==> config.mk <==
export PLATFORM = sky130hd
export DESIGN_NAME = mff_read_front
export DESIGN_NICKNAME = d
export VERILOG_FILES = /design/src/common/mff_pkg.sv /design/src/hdl/mff_read_front.sv
export SDC_FILE = /design/constraint.sdc
export NUM_CORES = 1
export LEC_CHECK = 0
export BUFFER_PORTS_ARGS = -buffer_cell sky130_fd_sc_hd__buf_2
export CAP_MARGIN = 20
export CORE_MARGIN = 3
export CORE_UTILIZATION = 25
export DETAILED_ROUTE_END_ITERATION = 16
export PLACE_DENSITY = 0.36
export SYNTH_ARGS = -nofsm -noshare
export SYNTH_HDL_FRONTEND = slang
export SYNTH_SLANG_ARGS = --single-unit
==> constraint.sdc <==
create_clock -name clk -period 3.3 [get_ports clk]
set_clock_uncertainty 0.15 [all_clocks]
set_input_delay 0.495 -clock clk [delete_from_list [all_inputs] [get_ports clk]]
set_output_delay 0.495 -clock clk [all_outputs]
set_load 0.01 [all_outputs]
==> src/common/mff_pkg.sv <==
package mff_pkg;
    localparam logic [7:0] OP_FAST = 8'h0B;
    localparam logic [7:0] OP_DUAL_OUT = 8'h3B;
    localparam logic [7:0] OP_QUAD_OUT = 8'h6B;
    localparam logic [7:0] OP_DUAL_IO = 8'hBB;
    localparam logic [7:0] OP_QUAD_IO = 8'hEB;
    localparam logic [7:0] OP_WRAP_SET = 8'h77;
    localparam logic [7:0] OP_MODE_RESET = 8'hFF;
    localparam logic [1:0] CONT_CODE = 2'h2;
    localparam int CONT_LSB = 4;
    localparam int WRAP_DIS_BIT = 4;
    localparam int WRAP_LEN_LSB = 5;
    localparam logic [4:0] CMD_CLOCKS = 5'h08;
    localparam logic [4:0] WRAP_CLOCKS = 5'h08;
    localparam logic [4:0] DUMMY_FAST = 5'h08;
    localparam logic [4:0] DUMMY_QUAD_IO = 5'h04;
    localparam logic [4:0] DUMMY_DUAL_IO = 5'h00;
    localparam logic [4:0] RESET_SHORT = 5'h08;
    localparam logic [4:0] RESET_LONG = 5'h10;
    localparam logic [7:0] MODE_RESET_VAL = 8'h00;
    localparam logic WRAP_DIS_RESET = 1'b1;
    localparam logic [1:0] WRAP_LEN_RESET = 2'h0;
    localparam logic [7:0] CMD_RESET = 8'h00;

    typedef enum logic [2:0]
    {
        FR_CMD = 3'b000,
        FR_ADDR = 3'b001,
        FR_MODE = 3'b011,
        FR_DUMMY = 3'b010,
        FR_DATA = 3'b110,
        FR_WRAP = 3'b111,
        FR_IGN = 3'b101
    } mff_state_t;
endpackage : mff_pkg

==> src/hdl/mff_read_front.sv <==
`timescale 1ns/1ps
`default_nettype none
module mff_read_front
    import mff_pkg::*;
(
    // clock and reset
    input wire logic clk,
    input wire logic reset,
    // serial link pins
    input wire logic spi_cs_n,
    input wire logic spi_sclk,
    input wire logic data_lane_zero_in,
    output logic data_lane_zero_out,
    output logic data_lane_zero_oe,
    input wire logic data_lane_one_in,
    output logic data_lane_one_out,
    output logic data_lane_one_oe,
    input wire logic data_lane_two_in,
    output logic data_lane_two_out,
    output logic data_lane_two_oe,
    input wire logic data_lane_three_in,
    output logic data_lane_three_out,
    output logic data_lane_three_oe,
    // status and configuration
    input wire logic quad_enable_bit,
    output logic [7:0] continuous_mode_bits,
    output logic wrap_disable_bit,
    output logic [1:0] wrap_length_field,
    // memory array read port
    output logic [23:0] mem_addr,
    input wire logic [7:0] mem_data
);
    function automatic logic [2:0] lane_width(mff_state_t st, logic [7:0] op);
        begin
            lane_width = 3'd1;
            if (st == FR_WRAP)
                lane_width = 3'd4;
            else if (st == FR_ADDR || st == FR_MODE)
            begin
                if (op == OP_DUAL_IO)
                    lane_width = 3'd2;
                else if (op == OP_QUAD_IO)
                    lane_width = 3'd4;
            end
            else if (st == FR_DATA)
            begin
                if (op == OP_DUAL_OUT || op == OP_DUAL_IO)
                    lane_width = 3'd2;
                else if (op == OP_QUAD_OUT || op == OP_QUAD_IO)
                    lane_width = 3'd4;
            end
        end
    endfunction : lane_width

    function automatic logic [31:0] shift_in(logic [31:0] sh, logic [3:0] l,
                                             logic [2:0] w);
        begin
            case (w)
                3'd2: shift_in = {sh[29:0], l[1:0]};
                3'd4: shift_in = {sh[27:0], l[3:0]};
                default: shift_in = {sh[30:0], l[0]};
            endcase
        end
    endfunction : shift_in

    function automatic logic [4:0] phase_clocks(logic [4:0] bits, logic [2:0] w);
        begin
            case (w)
                3'd2: phase_clocks = {1'b0, bits[4:1]};
                3'd4: phase_clocks = {2'b00, bits[4:2]};
                default: phase_clocks = bits;
            endcase
        end
    endfunction : phase_clocks

    function automatic logic [4:0] dummy_clocks(logic [7:0] op);
        begin
            case (op)
                OP_QUAD_IO: dummy_clocks = DUMMY_QUAD_IO;
                OP_DUAL_IO: dummy_clocks = DUMMY_DUAL_IO;
                default: dummy_clocks = DUMMY_FAST;
            endcase
        end
    endfunction : dummy_clocks

    function automatic logic [23:0] next_addr(logic [23:0] a, logic wrap,
                                              logic [1:0] len);
        logic [23:0] m;
        logic [23:0] inc;
        begin
            case (len)
                2'h0: m = 24'h000007;
                2'h1: m = 24'h00000F;
                2'h2: m = 24'h00001F;
                default: m = 24'h00003F;
            endcase
            inc = a + 24'h000001;
            next_addr = wrap ? ((a & ~m) | (inc & m)) : inc;
        end
    endfunction : next_addr

    // pins are asynchronous to clk: two flops before use
    logic [5:0] sync1_q;
    logic [5:0] sync2_q;
    logic sclk_prev_q;
    logic cs_prev_q;
    always_ff @(posedge clk)
    begin
        sync1_q <= {spi_cs_n, spi_sclk, data_lane_three_in, data_lane_two_in,
                    data_lane_one_in, data_lane_zero_in};
        sync2_q <= sync1_q;
        sclk_prev_q <= sync2_q[4];
        cs_prev_q <= sync2_q[5];
    end

    logic cs_low;
    logic sc_rise;
    logic sc_fall;
    logic cs_fall;
    logic cs_rise;
    logic [3:0] lanes_s;
    assign cs_low = ~sync2_q[5];
    assign sc_rise = cs_low & sync2_q[4] & ~sclk_prev_q;
    assign sc_fall = cs_low & ~sync2_q[4] & sclk_prev_q;
    assign cs_fall = cs_prev_q & ~sync2_q[5];
    assign cs_rise = ~cs_prev_q & sync2_q[5];
    assign lanes_s = sync2_q[3:0];

    mff_state_t st_q, st_d;
    logic [4:0] cnt_q, cnt_d, fcnt_q, fcnt_d;
    logic [31:0] sh_q, sh_d;
    logic [7:0] cmd_q, cmd_d, ccmd_q, ccmd_d, mode_q, mode_d, out_q, out_d;
    logic [23:0] addr_q, addr_d;
    logic [2:0] bit_q, bit_d, w;
    logic cont_q, cont_d, ones_q, ones_d, wdis_q, wdis_d;
    logic [1:0] wlen_q, wlen_d;
    logic [3:0] drv_q, drv_d, oe_q, oe_d;
    logic wrap_on;

    assign w = lane_width(st_q, cmd_q);
    assign wrap_on = ~wdis_q & (cmd_q == OP_QUAD_IO);

    always_comb
    begin
        st_d = st_q;
        cnt_d = cnt_q;
        fcnt_d = fcnt_q;
        sh_d = sh_q;
        cmd_d = cmd_q;
        ccmd_d = ccmd_q;
        mode_d = mode_q;
        cont_d = cont_q;
        out_d = out_q;
        addr_d = addr_q;
        bit_d = bit_q;
        ones_d = ones_q;
        wdis_d = wdis_q;
        wlen_d = wlen_q;
        drv_d = drv_q;
        oe_d = oe_q;
        if (!cs_low)
        begin
            st_d = FR_CMD;
            cnt_d = 5'd0;
            fcnt_d = 5'd0;
            bit_d = 3'd0;
            ones_d = 1'b1;
            oe_d = 4'h0;
            // all-ones frame of 8 or 16 clocks ends continuous mode
            if (cs_rise && ones_q &&
                (fcnt_q == RESET_SHORT || fcnt_q == RESET_LONG))
            begin
                mode_d = MODE_RESET_VAL;
                cont_d = 1'b0;
            end
        end
        else if (cs_fall)
        begin
            // skipping the opcode means reusing the stored command
            st_d = cont_q ? FR_ADDR : FR_CMD;
            cmd_d = cont_q ? ccmd_q : cmd_q;
        end
        else if (sc_rise)
        begin
            sh_d = shift_in(sh_q, lanes_s, w);
            cnt_d = cnt_q + 5'd1;
            fcnt_d = (fcnt_q == 5'h1F) ? fcnt_q : fcnt_q + 5'd1;
            ones_d = ones_q & lanes_s[0];
            case (st_q)
                FR_CMD:
                    if (cnt_q == CMD_CLOCKS - 5'd1)
                    begin
                        cnt_d = 5'd0;
                        cmd_d = sh_d[7:0];
                        case (sh_d[7:0])
                            OP_FAST, OP_DUAL_OUT, OP_DUAL_IO: st_d = FR_ADDR;
                            OP_QUAD_OUT, OP_QUAD_IO:
                                st_d = quad_enable_bit ? FR_ADDR
                                                       : FR_IGN;
                            OP_WRAP_SET: st_d = FR_WRAP;
                            default: st_d = FR_IGN;
                        endcase
                        if (sh_d[7:0] == OP_MODE_RESET)
                        begin
                            mode_d = MODE_RESET_VAL;
                            cont_d = 1'b0;
                        end
                    end
                FR_ADDR:
                    if (cnt_q == phase_clocks(5'd24, w) - 5'd1)
                    begin
                        cnt_d = 5'd0;
                        addr_d = sh_d[23:0];
                        st_d = (cmd_q == OP_DUAL_IO || cmd_q == OP_QUAD_IO)
                               ? FR_MODE : FR_DUMMY;
                    end
                FR_MODE:
                    if (cnt_q == phase_clocks(5'd8, w) - 5'd1)
                    begin
                        cnt_d = 5'd0;
                        mode_d = sh_d[7:0];
                        cont_d = sh_d[CONT_LSB+:2] == CONT_CODE;
                        ccmd_d = cmd_q;
                        st_d = (dummy_clocks(cmd_q) == 5'd0) ? FR_DATA
                                                             : FR_DUMMY;
                    end
                FR_DUMMY:
                    if (cnt_q == dummy_clocks(cmd_q) - 5'd1)
                    begin
                        cnt_d = 5'd0;
                        st_d = FR_DATA;
                    end
                FR_WRAP:
                    if (cnt_q == WRAP_CLOCKS - 5'd1)
                    begin
                        wdis_d = sh_d[WRAP_DIS_BIT];
                        wlen_d = sh_d[WRAP_LEN_LSB+:2];
                        st_d = FR_IGN;
                    end
                default: ;
            endcase
        end
        else if (sc_fall && st_q == FR_DATA)
        begin
            // lanes turn round only on the first data falling edge
            oe_d = (w == 3'd4) ? 4'hF : (w == 3'd2) ? 4'h3 : 4'h2;
            if (bit_q == 3'd0)
            begin
                out_d = mem_data;
                addr_d = next_addr(addr_q, wrap_on, wlen_q);
            end
            else
                out_d = out_q << w;
            bit_d = bit_q + w;
            case (w)
                3'd4: drv_d = out_d[7:4];
                3'd2: drv_d = {2'b00, out_d[7:6]};
                default: drv_d = {2'b00, out_d[7], 1'b0};
            endcase
        end
    end

    always_ff @(posedge clk)
    begin
        if (reset)
        begin
            st_q <= FR_CMD;
            cnt_q <= 5'd0;
            fcnt_q <= 5'd0;
            sh_q <= 32'h00000000;
            cmd_q <= CMD_RESET;
            ccmd_q <= CMD_RESET;
            mode_q <= MODE_RESET_VAL;
            cont_q <= 1'b0;
            out_q <= 8'h00;
            addr_q <= 24'h000000;
            bit_q <= 3'd0;
            ones_q <= 1'b1;
            wdis_q <= WRAP_DIS_RESET;
            wlen_q <= WRAP_LEN_RESET;
            drv_q <= 4'h0;
            oe_q <= 4'h0;
        end
        else
        begin
            st_q <= st_d;
            cnt_q <= cnt_d;
            fcnt_q <= fcnt_d;
            sh_q <= sh_d;
            cmd_q <= cmd_d;
            ccmd_q <= ccmd_d;
            mode_q <= mode_d;
            cont_q <= cont_d;
            out_q <= out_d;
            addr_q <= addr_d;
            bit_q <= bit_d;
            ones_q <= ones_d;
            wdis_q <= wdis_d;
            wlen_q <= wlen_d;
            drv_q <= drv_d;
            oe_q <= oe_d;
        end
    end

    assign {data_lane_three_out, data_lane_two_out} = drv_q[3:2];
    assign {data_lane_one_out, data_lane_zero_out} = drv_q[1:0];
    assign {data_lane_three_oe, data_lane_two_oe} = oe_q[3:2];
    assign {data_lane_one_oe, data_lane_zero_oe} = oe_q[1:0];
    assign continuous_mode_bits = mode_q;
    assign wrap_disable_bit = wdis_q;
    assign wrap_length_field = wlen_q;
    assign mem_addr = addr_q;
endmodule : mff_read_front
`default_nettype wire

**Yosys cells after proc, flatten, opt, wreduce, memory -nomap -nowiden**

Index checks and enable logic that the tools add are counted.

- Bits of input ports: 17
- Flip-flop bits (word level): 122
- Output and inout port bits: 43
- Logic and storage cells: 209

- $add $sub $neg: 7
- Shift operators: 1
- Bitwise logic cells: 20
- Equal/unequal tests: 41
- Reduce and logical (&&, ||, !) cells: 34
- Mux-type cells: 86

Operators by type and width:

| operator | number |
|---|---|
| $mux W24 | 14 |
| $mux W5 | 21 |
| $mux W8 | 13 |
| $and A24 B24 Y24 | 2 |
| $mux W3 | 16 |
| $pmux W24 S2 | 1 |
| $eq A8 B8 Y1 const B | 5 |
| $add A24 B1 Y24 const B | 1 |
| $eq A8 B7 Y1 const B | 3 |
| $not A24 Y24 | 1 |
| $or A24 B24 Y24 | 1 |
| $pmux W4 S2 | 3 |
| $pmux W5 S4 | 1 |
| $pmux W6 S3 | 1 |
| $eq A8 B6 Y1 const B | 2 |
| $pmux W8 S2 | 1 |
| $eq A5 B5 Y1 | 3 |
| $pmux W3 S5 | 1 |
| $reduce_and A5 Y1 | 3 |
| $sub A5 B1 Y5 const B | 3 |
| $reduce_and A7 Y1 | 2 |
| $ne A3 B2 Y1 const B | 4 |
| $ne A3 B3 Y1 const B | 4 |
| $reduce_bool A2 Y1 | 6 |
| 34 further kinds | 77 |

**Logic depth before layout (Yosys ltp)**

- Word-level depth: 26
- Gate-level depth with buffers: 14
- Depth with buffers taken out: 9

**Least setup slack after synthesis**

OpenSTA, ideal clock, no wires.

- Kind: reg-to-reg
- Start: reg cmd_q[4]
- End: reg addr_q[23] (netlist: mem_addr[23])
- Setup time: 0.132 ns
- Required time: 3.018 ns
- Path buffers: 4
- Arrival: 2.531 ns
- Path slack: 0.487 ns
- Period minus slack after synthesis: 2.813 ns
- Cell stages (with the launch flop): 14
- Path through: dfxtp_1 -> nor2b_1 -> clkbuf_1 -> o2111ai_4 -> inv_2 -> mux2i_1 -> nand3_1 -> or3_1 -> buf_2 -> and2_4 -> buf_6 -> buf_6 -> a311oi_2 -> nor3_1

- Longest elaborated chain between the ends: 17
- Elaborated cells between the ends (all ways): 35
- Classes of those cells: add/sub (1); eq/ne (8); mux (22); bitwise (1); reduce/logical (3)

RTL lines:

| what | line | source |
|---|---|---|
| start, declared | mff_read_front.sv:132 | `logic [7:0] cmd_q, cmd_d, ccmd_q, ccmd_d, mode_q, mode_d, out_q, out_d;` |
| start signal, assigned | mff_read_front.sv:290 | `cmd_q <= cmd_d;` |
| $eq A8 B7 Y1 / $eq A8 B8 Y1 (equally long branches) | mff_read_front.sv:49, mff_read_front.sv:42, mff_read_front.sv:141 |  |
| $logic_or A1 B1 Y1 | mff_read_front.sv:49 | `else if (op == OP_QUAD_OUT \|\| op == OP_QUAD_IO)` |
| $mux W3 | mff_read_front.sv:49 |  |
| $mux W3 | mff_read_front.sv:47 | `if (op == OP_DUAL_OUT \|\| op == OP_DUAL_IO)` |
| $mux W3 | mff_read_front.sv:45 | `else if (st == FR_DATA)` |
| $mux W3 | mff_read_front.sv:38 | `else if (st == FR_ADDR \|\| st == FR_MODE)` |
| $mux W3 | mff_read_front.sv:36 | `if (st == FR_WRAP)` |
| $eq A3 B3 Y1 / $eq A3 B2 Y1 (equally long branches) | mff_read_front.sv:58, mff_read_front.sv:68 |  |
| $pmux W5 S2 | mff_read_front.sv:68 | `case (w)` |
| $mux W5 | mff_read_front.sv:189 | `case (st_q)` |
| $mux W5 | mff_read_front.sv:183 | `else if (sc_rise)` |
| $mux W5 | mff_read_front.sv:177 | `else if (cs_fall)` |
| $mux W5 | mff_read_front.sv:161 | `if (!cs_low)` |
| $sub A5 B1 Y5 | mff_read_front.sv:210 | `if (cnt_q == phase_clocks(5'd24, w) - 5'd1)` |
| $eq A5 B5 Y1 | mff_read_front.sv:210 |  |
| $ne A2 B1 Y1 (no line) | - |  |
| $reduce_and A6 Y1 (no line) | - |  |
| end signal, assigned | mff_read_front.sv:295 | `addr_q <= addr_d;` |
| end, declared | mff_read_front.sv:133 | `logic [23:0] addr_q, addr_d;` |

Several ways; a longest one is shown, not always the timed one. The select of a mux whose other input is x is not followed.
A chain may end at the register's enable or synchronous reset.

**Worst setup path in the final report**

- Start: reg cmd_q[1]
- End: reg addr_q[9] (netlist: mem_addr[9])

The elaborated chain is that of the path after synthesis.

==> impl_metrics.tcl <==
set metrics [dict create \
    ys_warn_count 0 \
    cts_sinks 120 \
    synthTopCellsByArea "dfxtp_1 (38%), nor2_1 (6.7%), a21oi_1 (5.7%)" \
    utilization_pct 31.2 \
    seq_area_frac_synth_pct 37.7 \
    route.vias.total 6232 \
    post-route-period-util_pct 88.9 \
    cp.arrival_ps 3130 \
    avgSynthCellArea_um2 7.84 \
    antenna_found_initial 0 \
    combPwrFrac_pct 3.7 \
    worstSetupPathType "flip-flop to flip-flop" \
    synth_area_um2 6370 \
    grt_pass1_wl_um 34700 \
    drt_iter0_drc 550 \
    hold_path.class "primary input to flip-flop" \
    cp.depth 10 \
    ys_ff_latch 120 \
    start_util_pct 25.8 \
    synth.area.mux_share_pct 2.37 \
    final_common_cell "dfxtp_1" \
    hold_viol_final 0 \
    setup_tns_ps 0 \
    htree_levels 4 \
    insertion_delay_ps 420 \
    routabilityCongestion 0.847 \
    clkPwrFrac_pct 54.3 \
    endpoint_kind "flip-flop" \
    status "finished, final reports clean" \
    slowest_stage "or3_1" \
    max_cap_viol_count 0 \
    synth-async-reset-ratio_pct 0 \
    rr_worst_depth 10 \
    cts_tree "yes" \
    final_cell_mix "dfxtp_1 (120), nor2_1 (113), nand2_1 (85)" \
    synth_top_family_by_area "compound AO/OA/AOI/OAI gates" \
    grt_pass1_vias 6029 \
    dieArea_um2 27500 \
    fp-row-count 57 \
    synth_edf_count 0 \
    drc 0 \
    p_per_area_nw_per_um2 460 \
    synth_top_cell_by_area "dfxtp_1" \
    drtAntennaViolNets 0 \
    dr.pass1.iters 5 \
    syn_inst 813 \
    switching_share_pct 24.1 \
    path_cells "and3b_1 > o2111ai_4 > inv_2 > mux2i_1 > nand3_1 > or3_1 > nand2_1 > buf_4 > nor2_1 > nor3_1" \
    grt_max_degree 44 \
    critPathRequiredTime_ps 3490 \
    cts_made_buffers 17 \
    yosys.area_share.simple_pct 23.1 \
    intPower_mw 2.70 \
    drive_above_1_share_pct 16.8 \
    fmax_mhz 341 \
    synthAdderAreaFrac_pct 1.49 \
    regToRegEndpoint "mem_addr[9]" \
    antenna_cells 0 \
    critPathBufInv 2 \
    synth-xor-area-share_pct 2.20 \
    placed_area_um2 7090 \
    cts_root_buffer "clkbuf_16" \
    clk_pin_slew_ps 60 \
    routedWlPerCell_um 18.3 \
    synth-main-ff-cell "dfxtp_1" \
    p_leak_nw 2.96 \
    final_nets 892 \
    viasPerCell 5.17 \
    pre_cts_ws_ps 377 \
    p_seq_share_pct 41.9 \
    synth_compound_area_share_pct 27.9 \
    worstMarginPinSlew_ps 769 \
    areaGrowthSynthToFinish_pct 20.9 \
    r2r_slack_ps 370 \
    core_area_um2 24700 \
    port_buffers 59 \
    p_sw_mw 0.854 \
    cp-start-kind "flip-flop" \
    relSlewSlack_pct 48.7 \
    stdcell_area_um2 7710 \
    maxSlewViolCount 0 \
    die_h_um 166 \
    pin_count 60 \
    dpl.hpwl_um 15800 \
    worstSetupStartpoint "cmd_q[1]" \
    critPathTopFamily "simple AND/OR/NAND/NOR gates" \
    cts.path.max_buffers 2 \
    gr-usage-all-layers_pct 15.7 \
    rsz0062_at_grt "no" \
    r2r_start "cmd_q[1]" \
    vdd_drop_max_uv 215 \
    wl_um 22000 \
    cts_setup_buffers 0 \
    endpoint "mem_addr[9]" \
    fin_ws_ps 367 \
    setup_viol 0 \
    period_minus_slack_ps 2930 \
    overflow 0 \
    yosys.area.top_type_share_pct 37.7 \
    cp_max_fo 10 \
    ys_types 74 \
    worst_path_largest_cell_delay_ps 480 \
    die_w_um 166 \
    synth_nets 837 \
]
[per-stage QoR]
| stage | hold WS, ps | cells | total power [mW] |
|---|---|---|---|
| 2_1_floorplan | 160 | 813 | 1.59 |
| 3_3_place_gp | 163 | 1172 | 1.65 |
| 3_5_place_dp | 164 | 1172 | 1.65 |
| 4_1_cts | 3.64 | 1205 | 3.61 |
| 5_1_grt | 0.714 | 1205 | 3.69 |
| 6_report | 24.8 | 1205 | 3.55 |
[cells in the mapped netlist, drive strengths merged (3+ instances only)]
| cell | number |
|---|---|
| buf | 16 |
| a21oi | 72 |
| a31oi | 6 |
| o21ai | 48 |
| a21o | 3 |
| nand3 | 25 |
| dfxtp | 120 |
| o211ai | 9 |
| and3 | 14 |
| and2 | 9 |
| a22o | 16 |
| nor2b | 7 |
| a221oi | 4 |
| nand2b | 6 |
| a22oi | 18 |
| nor2 | 115 |
| o2111a | 4 |
| o32ai | 3 |
| or3 | 7 |
| o22ai | 9 |
| xor2 | 7 |
| a311oi | 4 |
| or2 | 4 |
| xnor2 | 9 |
| mux2i | 14 |
| clkbuf | 45 |
| nor3 | 25 |
| a211oi | 34 |
| ha | 6 |
| nand4 | 9 |
| and3b | 4 |
| inv | 14 |
| nand2 | 85 |
[layer usage]
layer / track usage, % / routed length [um] / part of all wire (%) / vias to the layer above
li1: - / - / - / 3083
met1: 21.0 / 10400 / 47 / 2999
met2: 25.9 / 10500 / 48 / 122
met3: 2.57 / 715 / 3.2 / 28
met4: 5.42 / 411 / 1.9 / 0
met5: 0 / 0 / 0 / -
[worst reg2reg max path, cell delays in order (launching register included)]
cell and delay [ps]:
dfxtp_1 350, and3b_1 440, o2111ai_4 190, inv_2 100, mux2i_1 230, nand3_1 110
or3_1 480, nand2_1 360, buf_4 240, nor2_1 50, nor3_1 150
[logic make-up after synthesis]
family | after synthesis
adders and majority gates | 7
and+or+nand+nor | 320
DFF | 120
buffers and inverters | 76
AOI/OAI and AO/OA | 259
muxes | 15
xor gates and xnor gates | 16
[power groups by stage]
| stage | clock (mW) | sequential (mW) | combinational (mW) |
|---|---|---|---|
| 2_1_floorplan | 0 | 1.51 | 0.0825 |
| 3_3_place_gp | 0 | 1.52 | 0.134 |
| 3_5_place_dp | 0 | 1.52 | 0.134 |
| 4_1_cts | 1.99 | 1.49 | 0.135 |
| 5_1_grt | 2.05 | 1.49 | 0.149 |
| 6_report | 1.93 | 1.49 | 0.133 |
[area by class of cell]
cell class / count / area [um2]
multi-input combinational: 617 / 3650
inverter: 15 / 56.3
clock buffer: 20 / 467
tap: 324 / 405
sequential: 120 / 2400
timing repair buffer: 97 / 583
fill: 2743 / 17000
clock inverter: 12 / 141
[worst min path at each step]
stage	cells after the start	start	to
2_1_floorplan	0	sync1_q[0]	sync2_q[0]
3_3_place_gp	0	sync1_q[0]	sync2_q[0]
3_5_place_dp	0	sync1_q[5]	sync2_q[5]
4_1_cts	1	data_lane_zero_in	sync1_q[0]
5_1_grt	1	spi_cs_n	sync1_q[5]
6_report	1	spi_cs_n	sync1_q[5]
[timing repair]
item / 4_1_cts / 5_1_grt
hold buffers: 1 / 0
hold endpoints to repair: 1 / 0
resized for setup: 0 / 0
[state kept, by name, summed over array words and instances, names as in the netlist, 4 cells and up, named ones only]
| name | cells |
|---|---|
| drv_q | 4 |
| cmd_q | 8 |
| sync2_q | 6 |
| mem_addr | 21 |
| fcnt_q | 5 |
| continuous_mode_bits | 8 |
| sh_q | 23 |
| sync1_q | 6 |
| cnt_q | 5 |
| ccmd_q | 8 |
| out_q | 7 |
Power figures use the tool's default switching activity.
